## src/memmap_pkg.sv

```systemverilog
// constants for the core memory map decoder
// assumes a single core clock and synchronous reset
package memmap_pkg;
  localparam int PC_W        = 13;
  localparam int PROG_AW     = 12;
  localparam int INSTR_W     = 14;
  localparam int DATA_W      = 8;
  localparam int BANK_OFF_W  = 7;
  localparam int FILE_AW     = 9;
  localparam int EE_AW       = 8;
  localparam logic [12:0] RESET_VECTOR = 13'h0000;
  localparam logic [12:0] IRQ_VECTOR   = 13'h0004;
  localparam int STATUS_BANK_HI = 6;
  localparam int STATUS_BANK_LO = 5;
  localparam logic [6:0] OFF_INDIRECT = 7'h00;
  localparam logic [6:0] OFF_PC_LOW   = 7'h02;
  localparam logic [6:0] OFF_STATUS   = 7'h03;
  localparam logic [6:0] OFF_POINTER  = 7'h04;
  localparam logic [6:0] OFF_PC_LATCH = 7'h0A;
  localparam logic [6:0] OFF_INT_CTRL = 7'h0B;
  localparam logic [6:0] GPR_START    = 7'h20;
  localparam logic [6:0] SHARED_START = 7'h70;
  localparam logic [7:0] STATUS_RESET  = 8'h18;
  localparam logic [7:0] POINTER_RESET = 8'h00;
  localparam logic [7:0] EE_PTR_RESET  = 8'h00;
  typedef enum logic [1:0] {
    SEL_SFR    = 2'b00,
    SEL_MIRROR = 2'b01,
    SEL_GPR    = 2'b11,
    SEL_SHARED = 2'b10
  } region_t;
endpackage

```

## src/prog_wrap.sv

```systemverilog
// program address folding onto the implemented array
// assumes the program counter comes from logic on the same clock
`timescale 1ns/10ps
module prog_wrap
  import memmap_pkg::*;
#(
  parameter int AW = PROG_AW
)(
  input  wire logic [PC_W-1:0] pc,
  output wire logic [AW-1:0]   word_addr
);
  // upper counter bits dropped
  assign word_addr = pc[AW-1:0];
endmodule

```

## src/memmap_decode.sv

```systemverilog
// program counter, bank select and data space decode for the core
// assumes fetch and data requests from the core on the same clock
`timescale 1ns/10ps
module memmap_decode
  import memmap_pkg::*;
#(
  parameter int PROG_DEPTH = 4096
)(
  input  wire logic                  clk,
  input  wire logic                  rst_n,
  input  wire logic                  pc_load,
  input  wire logic [PC_W-1:0]       pc_load_value,
  input  wire logic                  irq_take,
  input  wire logic                  pc_advance,
  input  wire logic [INSTR_W-1:0]    prog_rdata,
  input  wire logic                  data_req,
  input  wire logic                  data_we,
  input  wire logic [BANK_OFF_W-1:0] instr_offset,
  input  wire logic [DATA_W-1:0]     data_wdata,
  input  wire logic                  ee_ptr_we,
  input  wire logic [EE_AW-1:0]      ee_ptr_wdata,
  output logic [PC_W-1:0]            pc_out,
  output logic [PROG_AW-1:0]         prog_addr,
  output logic [INSTR_W-1:0]         instr_out,
  output logic [FILE_AW-1:0]         file_addr,
  output logic                       sfr_sel,
  output logic                       gpr_sel,
  output logic                       data_we_out,
  output logic [DATA_W-1:0]          data_wdata_out,
  output logic [DATA_W-1:0]          status_out,
  output logic [DATA_W-1:0]          pointer_out,
  output logic [EE_AW-1:0]           ee_ptr_out
);
  logic [PC_W-1:0]      pc_reg;
  logic [PC_W-1:0]      pc_next;
  logic [PROG_AW-1:0]   prog_addr_reg;
  logic [INSTR_W-1:0]   instr_reg;
  logic [FILE_AW-1:0]   file_addr_reg;
  logic                 sfr_sel_reg;
  logic                 gpr_sel_reg;
  logic                 we_reg;
  logic [DATA_W-1:0]    wdata_reg;
  logic [DATA_W-1:0]    status_reg;
  logic [DATA_W-1:0]    status_next;
  logic [DATA_W-1:0]    pointer_reg;
  logic [DATA_W-1:0]    pointer_next;
  logic [EE_AW-1:0]     ee_ptr_reg;
  logic [EE_AW-1:0]     ee_ptr_next;
  wire  logic [PROG_AW-1:0]    folded;
  wire  logic [1:0]            bank;
  wire  logic                  indirect;
  wire  logic [FILE_AW-1:0]    direct_addr;
  wire  logic [FILE_AW-1:0]    indirect_addr;
  wire  logic [FILE_AW-1:0]    eff_addr;
  wire  logic [BANK_OFF_W-1:0] eff_off;
  wire  region_t               region;
  wire  logic                  hit_status;
  wire  logic                  hit_pointer;

  function automatic region_t classify(input logic [BANK_OFF_W-1:0] off);
    region_t r;
    r = SEL_SFR;
    if (off >= SHARED_START)
      r = SEL_SHARED;
    else if (off >= GPR_START)
      r = SEL_GPR;
    else if (off == OFF_STATUS || off == OFF_POINTER ||
             off == OFF_PC_LOW || off == OFF_PC_LATCH ||
             off == OFF_INT_CTRL || off == OFF_INDIRECT)
      r = SEL_MIRROR;
    return r;
  endfunction

  prog_wrap #(.AW(PROG_AW)) u_wrap (
    .pc        (pc_next),
    .word_addr (folded)
  );

  // program counter next value, interrupt over jump over step
  assign pc_next = irq_take   ? IRQ_VECTOR :
                   pc_load    ? pc_load_value :
                   pc_advance ? PC_W'(pc_reg + 1'b1) : pc_reg;

  // bank and address forming
  assign bank          = {status_reg[STATUS_BANK_HI],
                          status_reg[STATUS_BANK_LO]};
  assign direct_addr   = {bank, instr_offset};
  assign indirect      = (instr_offset == OFF_INDIRECT);
  assign indirect_addr = {status_reg[7], pointer_reg};
  assign eff_addr      = indirect ? indirect_addr : direct_addr;
  assign eff_off       = eff_addr[BANK_OFF_W-1:0];
  assign region        = classify(eff_off);
  assign hit_status    = data_req && data_we && (eff_off == OFF_STATUS);
  assign hit_pointer   = data_req && data_we && (eff_off == OFF_POINTER);

  // mirrored core registers, same copy from any bank; the eeprom pointer is loaded only through ee_ptr_we
  assign status_next  = hit_status  ? data_wdata : status_reg;
  assign pointer_next = hit_pointer ? data_wdata : pointer_reg;
  assign ee_ptr_next  = ee_ptr_we ? ee_ptr_wdata : ee_ptr_reg;

  always_ff @(posedge clk)
  begin
    if (!rst_n)
    begin
      pc_reg        <= RESET_VECTOR;
      prog_addr_reg <= RESET_VECTOR[PROG_AW-1:0];
      instr_reg     <= '0;
      status_reg    <= STATUS_RESET;
      pointer_reg   <= POINTER_RESET;
    end
    else
    begin
      pc_reg        <= pc_next;
      prog_addr_reg <= folded;
      instr_reg     <= prog_rdata;
      status_reg    <= status_next;
      pointer_reg   <= pointer_next;
    end
  end

  // data side runs in the same cycle as fetch
  always_ff @(posedge clk)
  begin
    if (!rst_n)
    begin
      file_addr_reg <= '0;
      sfr_sel_reg   <= 1'b0;
      gpr_sel_reg   <= 1'b0;
      we_reg        <= 1'b0;
      wdata_reg     <= '0;
      ee_ptr_reg    <= EE_PTR_RESET;
    end
    else
    begin
      file_addr_reg <= eff_addr;
      sfr_sel_reg   <= data_req && (region == SEL_SFR ||
                                    region == SEL_MIRROR);
      gpr_sel_reg   <= data_req && (region == SEL_GPR ||
                                    region == SEL_SHARED);
      we_reg        <= data_req && data_we;
      wdata_reg     <= data_wdata;
      ee_ptr_reg    <= ee_ptr_next;
    end
  end

  assign pc_out         = pc_reg;
  assign prog_addr      = prog_addr_reg;
  assign instr_out      = instr_reg;
  assign file_addr      = file_addr_reg;
  assign sfr_sel        = sfr_sel_reg;
  assign gpr_sel        = gpr_sel_reg;
  assign data_we_out    = we_reg;
  assign data_wdata_out = wdata_reg;
  assign status_out     = status_reg;
  assign pointer_out    = pointer_reg;
  assign ee_ptr_out     = ee_ptr_reg;

  a_reset_vector: assert property (@(posedge clk)
    !rst_n |=> pc_out == RESET_VECTOR && prog_addr == 12'h000)
    else $error("counter not at reset vector after reset");

  a_irq_vector: assert property (@(posedge clk)
    disable iff (!rst_n)
    irq_take |=> pc_out == IRQ_VECTOR && prog_addr == 12'h004)
    else $error("interrupt did not load vector");

  a_wrap_fold: assert property (@(posedge clk)
    disable iff (!rst_n)
    prog_addr == pc_out[11:0])
    else $error("program address not folded from counter");

  a_counter_step: assert property (@(posedge clk)
    disable iff (!rst_n)
    pc_advance && !pc_load && !irq_take |=>
      pc_out == 13'($past(pc_out) + 1'b1))
    else $error("counter step wrong");

  a_pc_hold: assert property (@(posedge clk)
    disable iff (!rst_n)
    !pc_advance && !pc_load && !irq_take |=> $stable(pc_out))
    else $error("counter moved without a request");

  a_load_jump: assert property (@(posedge clk)
    disable iff (!rst_n)
    pc_load && !irq_take |=> pc_out == $past(pc_load_value))
    else $error("jump target not loaded");

  a_bank_direct: assert property (@(posedge clk)
    disable iff (!rst_n)
    data_req && instr_offset != 7'h00 |=>
      file_addr == {$past(status_reg[6]), $past(status_reg[5]),
                    $past(instr_offset)})
    else $error("direct address not formed from bank bits");

  a_indirect_path: assert property (@(posedge clk)
    disable iff (!rst_n)
    data_req && instr_offset == 7'h00 |=>
      file_addr[7:0] == $past(pointer_reg))
    else $error("indirect address not from pointer");

  a_indirect_bank: assert property (@(posedge clk)
    disable iff (!rst_n)
    data_req && indirect |=> file_addr[8] == $past(status_reg[7]))
    else $error("indirect bank bit not from status");

  a_region_split: assert property (@(posedge clk)
    disable iff (!rst_n)
    data_req && eff_off >= 7'h20 |=> gpr_sel && !sfr_sel)
    else $error("upper offsets not decoded to ram");

  a_low_sfr: assert property (@(posedge clk)
    disable iff (!rst_n)
    data_req && eff_off < GPR_START |=> sfr_sel && !gpr_sel)
    else $error("low offsets not decoded to special registers");

  a_status_mirror: assert property (@(posedge clk)
    disable iff (!rst_n)
    hit_status |=> status_out == $past(data_wdata))
    else $error("status write lost in some bank");

  a_ee_pointer: assert property (@(posedge clk)
    disable iff (!rst_n)
    ee_ptr_we |=> ee_ptr_out == $past(ee_ptr_wdata))
    else $error("eeprom pointer not loaded");

  a_ee_offmap: assert property (@(posedge clk)
    disable iff (!rst_n)
    !ee_ptr_we |=> $stable(ee_ptr_out))
    else $error("eeprom pointer moved by a data access");
endmodule

```

## config.mk

```make
export PLATFORM = sky130hd
export DESIGN_NAME = memmap_decode
export DESIGN_NICKNAME = d
export VERILOG_FILES = /design/src/memmap_pkg.sv /design/src/prog_wrap.sv /design/src/memmap_decode.sv
export SDC_FILE = /design/constraint.sdc
export NUM_CORES = 1
export LEC_CHECK = 0
export BUFFER_PORTS_ARGS = -buffer_cell sky130_fd_sc_hd__buf_2
export CORE_ASPECT_RATIO = 1.5
export CORE_UTILIZATION = 48
export CTS_BUF_LIST = sky130_fd_sc_hd__clkbuf_4 sky130_fd_sc_hd__clkbuf_8 sky130_fd_sc_hd__clkbuf_16
export DETAILED_ROUTE_END_ITERATION = 8
export GPL_TIMING_DRIVEN = 0
export HOLD_SLACK_MARGIN = 0.15
export PLACE_DENSITY = 0.84
export SKIP_LAST_GASP = 1
export SLEW_MARGIN = 5
export SYNTH_ARGS = -nofsm -noshare
export SYNTH_HDL_FRONTEND = slang
export SYNTH_SLANG_ARGS = --single-unit
```

## constraint.sdc

```tcl
create_clock -name clk -period 4.5 [get_ports clk]
set_input_delay 0.45 -clock clk [delete_from_list [all_inputs] [get_ports clk]]
set_output_delay 0.45 -clock clk [all_outputs]
set_load 0.01 [all_outputs]
```

; Yosys cells after proc, flatten, opt, wreduce, memory -nomap -nowiden
; Cells that the tools add are included.
[op_classes]
add_sub_neg = 1
n_mul = 0
div = 0
order_cmp = 2
n_eq_ne = 8
n_shift = 0
n_mux = 7
bitwise = 1
n_reduce_logical = 18
[ops]
columns = op, count
row1 = two-way mux 13 bit, 2
row2 = == test 7 x 2 -> 1 bit (second input constant), 2
row3 = == test 7 x 4 -> 1 bit (second input constant), 2
row4 = zero test 7 bit, 2
row5 = adder 13 x 1 -> 13 bit (second input constant), 1
row6 = two-way mux 9 bit, 1
row7 = == test 7 x 3 -> 1 bit (second input constant), 1
row8 = >= comparator 7 x 6 -> 1 bit (second input constant), 1
row9 = >= comparator 7 bit (second input constant), 1
row10 = logical OR 1 bit, 7
row11 = logical AND 1 bit, 5
row12 = == test 2 bit (second input constant), 2
row13 = two-way mux 2 bit, 2
row14 = two-way mux 3 bit, 1
row15 = nonzero test 3 bit, 1
row16 = == test 2 x 1 -> 1 bit (second input constant), 1
row17 = zero test 2 bit, 1
row18 = nonzero test 2 bit, 1
row19 = OR reduction 2 bit, 1
row20 = two-way mux 1 bit, 1
row21 = inverter 1 bit, 1
[word_totals]
ff_bits = 71
latch_bits = 0
ram_bits = 0
mem_bits_ro = 0
n_memories = 0

; Logic depth before layout (Yosys ltp)
[logic_depth]
depth_word = 14
depth_mapped = 5
mapped_depth_nobuf = 5

; By module
; From an unflattened synthesis, not the netlist that was laid out.
[hier_totals]
cells_unflattened = 342
area_unflattened_um2 = 3161.8
[modules_own_cells]
columns = mod, n_inst, cells_each, area_per_inst_um2, seq_area_each_um2
row1 = memmap_decode, 1, 330, 3071.7, 1661.6
row2 = prog_wrap, 1, 12, 90.1, 0.0

; Least setup slack after synthesis
; OpenSTA, ideal clock, no wires.
[synth_timing]
path_type = input -> register
start = input port instr_offset[4]
end = register status_reg[0], in the netlist status_out[0]
setup_time_ns = 0.072
t_arrival_ns = 1.764
t_required_ns = 4.428
slack_ns = 2.664
cell_stages = 4
n_path_buf = 0
path_cell_list = nor4b_1 a41oi_1 a2111oi_4 mux2i_1
[synth_between]
elab_chain_len = 4
[synth_rtl]
columns = item, line
row1 = "start, declared", memmap_decode.sv:18  ; input wire logic [BANK_OFF_W-1:0] instr_offset,
row2 = zero test 7 bit, memmap_decode.sv:88  ; assign indirect = (instr_offset == OFF_INDIRECT);
row3 = two-way mux 9 bit (*), memmap_decode.sv:90  ; assign eff_addr = indirect ? indirect_addr : direct_addr;
row4 = == test 7 x 2 -> 1 bit (*), memmap_decode.sv:93  ; assign hit_status = data_req && data_we && (eff_off == OFF_STATUS);
row5 = logical AND 1 bit (*), memmap_decode.sv:93
row6 = "end signal, assigned", memmap_decode.sv:116  ; status_reg <= status_next;
row7 = "end, declared", memmap_decode.sv:43  ; logic [DATA_W-1:0] status_reg;
; Every way passes the cells marked *; elsewhere a longest branch is shown, timed or not.
; A chain may end at the register's enable or synchronous reset.

; Final worst setup path
[layout_timing]
start = register pointer_reg[1], in the netlist pointer_out[1]
end = register status_reg[1], in the netlist status_out[1]
[layout_between]
elab_chain_len = 3
[layout_rtl]
columns = item, line
row1 = "start, declared", memmap_decode.sv:45  ; logic [DATA_W-1:0] pointer_reg;
row2 = "start signal, assigned", memmap_decode.sv:117  ; pointer_reg <= pointer_next;
row3 = two-way mux 9 bit, memmap_decode.sv:90
row4 = == test 7 x 2 -> 1 bit, memmap_decode.sv:93
row5 = logical AND 1 bit, memmap_decode.sv:93
; No other way between the ends.

==> qor.yml <==
syn_area_um2: 2750
cts.sinks: 71
skew_ns: 0.0117
reg2reg_from: "pointer_out[1]"
grtUsageTotal_pct: 24.1
cp.arrival_ns: 2.28
grt_overflow: 0
ys_top_cells_by_area: "dfxtp_1 52%, mux2i_1 7.7%, nor2_1 4.2%, a21oi_1 4.0%, and2_1 3.9%"
final_layout_size_suffix_gt1_share_pct: 38.9
finalHoldViolCount: 0
antenna_found_initial: 0
max_cap_violations: 0
leakagePower_nw: 1.82
postRouteAntennaNets: 0
crit_fanout: 8
wl_met2_um: 3540
cts_made_buffers: 9
io_buffers: 139
ys_ff_latch: 71
cts_max_level: 3
initial_utilization_pct: 50.0
peakVddDrop_mv: 0.282
powerDensity_nw_per_um2: 355
multi_input_area_um2: 1150
coreArea_um2: 5490
grt_max_degree: 14
drt-pass1-iter-count: 4
met3RoutedLength_um: 414
area_growth_pct: 36.0
fin_crit_sh_pct: 44.6
final_area_um2: 3740
rsz0062_at_grt: "no"
ys_warn_count: 0
hold_buffers: 0
hp-class: "in2reg"
synth_top_flop_cell: "dfxtp_1"
cts_resized: 0
whs_path_depth: 2
drtIter0Drc: 126
final_core_util_pct: 68.0
synth_area_per_cell_um2: 9.47
clk_pin_slew_ns: 0.08
drt-met1-wl_um: 2730
num_antenna_cells: 0
min-delay-start: "prog_rdata[12]"
grt_pass1_wl_um: 11100
synth_edf_count: 0
netlist_instances: 290
clock_latency_ns: 0.35
finalSetupViolCount: 0
async_reset_ff_share_pct: 0
routed.top_layer: "met4"
dp_hpwl_um: 5240
slew_violations: 0
outcome: "complete, no violations"
die_x_um: 63.8
ff_latch_area_um2: 1420
finalCriticalPeriod_ns: 2.01
fin_setup_tns_ns: 0
reg2reg_depth: 4
synth_top_area_share_pct: 51.8
top_level_ports: 141
yosysUniqueCellTypes: 38
die_h_um: 94.6
post_cts_buffers: 0
wl_per_cell_um: 13.3
worst-slew-pin-transition_ns: 0.823
cts_tree: "done"
via_count: 2577
critPathKind: "reg2reg"
die_area_um2: 6030
dpl_cell_area_um2: 3530
avgViaCountPerCell: 5.00
largest_reg_flops: 14
synth_top_area_cell: "dfxtp_1"
nets: 499
grt_pass1_vias: 2496
cp.required_ns: 4.77
fp-row-count: 33
drc: 0
yosys-top-cells-count: "71 x dfxtp_1, 31 x nor2_1, 22 x a21oi_1"
slew_headroom_pct: 45.1
cts_buffer_depth: 2
synth_nets: 349
gp_congestion: 0.836
nFillCells: 425
synth.most_common_cell: "dfxtp_1"
cts_root_buf: "clkbuf_8"
yosysSeqAreaShare_pct: 51.8
start_kind: "flip-flop"
critPathLaunch: "pointer_out[1]"
cp-end-kind: "flip-flop"
timing.fmax_mhz: 498
drt_wl_total_um: 6870
-- critical path, cell delays in order (launching register included) --
cell	delay (ns)
dfxtp_1	0.37
nor4b_1	0.38
a41oi_1	0.24
a2111oi_4	0.68
mux2i_1	0.26
-- layout by cell type (no fill, tap or decap), types with 2 or more instances in the layout --
master,n
clkbuf_1,10
and3_1,2
nand2_1,21
and2_1,17
inv_1,12
nand3_1,11
nor2b_1,2
buf_4,12
clkbuf_8,10
a21oi_1,22
a41oi_1,2
o21ai_0,17
mux2i_1,21
nor2_1,31
nand4_1,3
a31oi_1,2
buf_2,139
xor2_1,2
clkinv_4,2
o211a_1,2
dfxtp_1,71
xnor2_1,8
nor3_1,3
nor4_1,2
-- final timing paths --
check                  endpoint  slack [ns]
setup / recovery  status_out[1]        2.49
hold / removal    instr_out[12]        0.30
setup reg to reg  status_out[1]        2.49
hold reg to reg   status_out[1]        0.47
-- where the power goes --
group | total [mW] | internal, mW | switching, mW
combinational | 0.142 | 0.0659 | 0.0763
sequential | 0.665 | 0.652 | 0.0129
clock | 0.517 | 0.274 | 0.244
total | 1.32 | 0.992 | 0.333
-- layer usage --
layer | global-route usage, % | up-vias
met5 | 0 | -
met4 | 16.1 | 0
met3 | 5.43 | 13
met2 | 42.7 | 109
met1 | 25.1 | 1174
li1 | - | 1281
-- logic make-up (layout without fill, tap and decap cells) --
family | count (synthesis) | after routing | synth area share [%]
flip-flops | 71 | 71 | 51.8
adder cells (fa/ha/maj) | 1 | 1 | 0.456
AO/OA/AOI/OAI | 52 | 52 | 12.2
multiplexers | 21 | 21 | 7.65
AND/OR/NAND/NOR | 101 | 101 | 18.5
buffers and inverters | 34 | 189 | 6.29
XOR/XNOR | 10 | 10 | 3.19
-- layout make-up --
type / count / area share, %
clock buffers: 10 / 3.68
well taps: 70 / 2.34
clock inverters: 6 / 1.84
plain buffers: 22 / 3.42
inverters: 12 / 1.21
multi-input cells: 185 / 30.8
repair buffers: 139 / 18.6
flip-flops and latches: 71 / 38.0
-- per-stage QoR --
stage	hold slack [ns]	setup WS (ns)	instances	total power, mW
floorplan	0.479	2.66	290	0.750
global placement	0.440	2.22	499	0.817
detailed placement	0.459	2.20	499	0.822
CTS	0.294	2.46	515	1.34
global route	0.293	2.29	515	1.37
finish	0.299	2.49	515	1.32
Power figures use the tool's default switching activity.
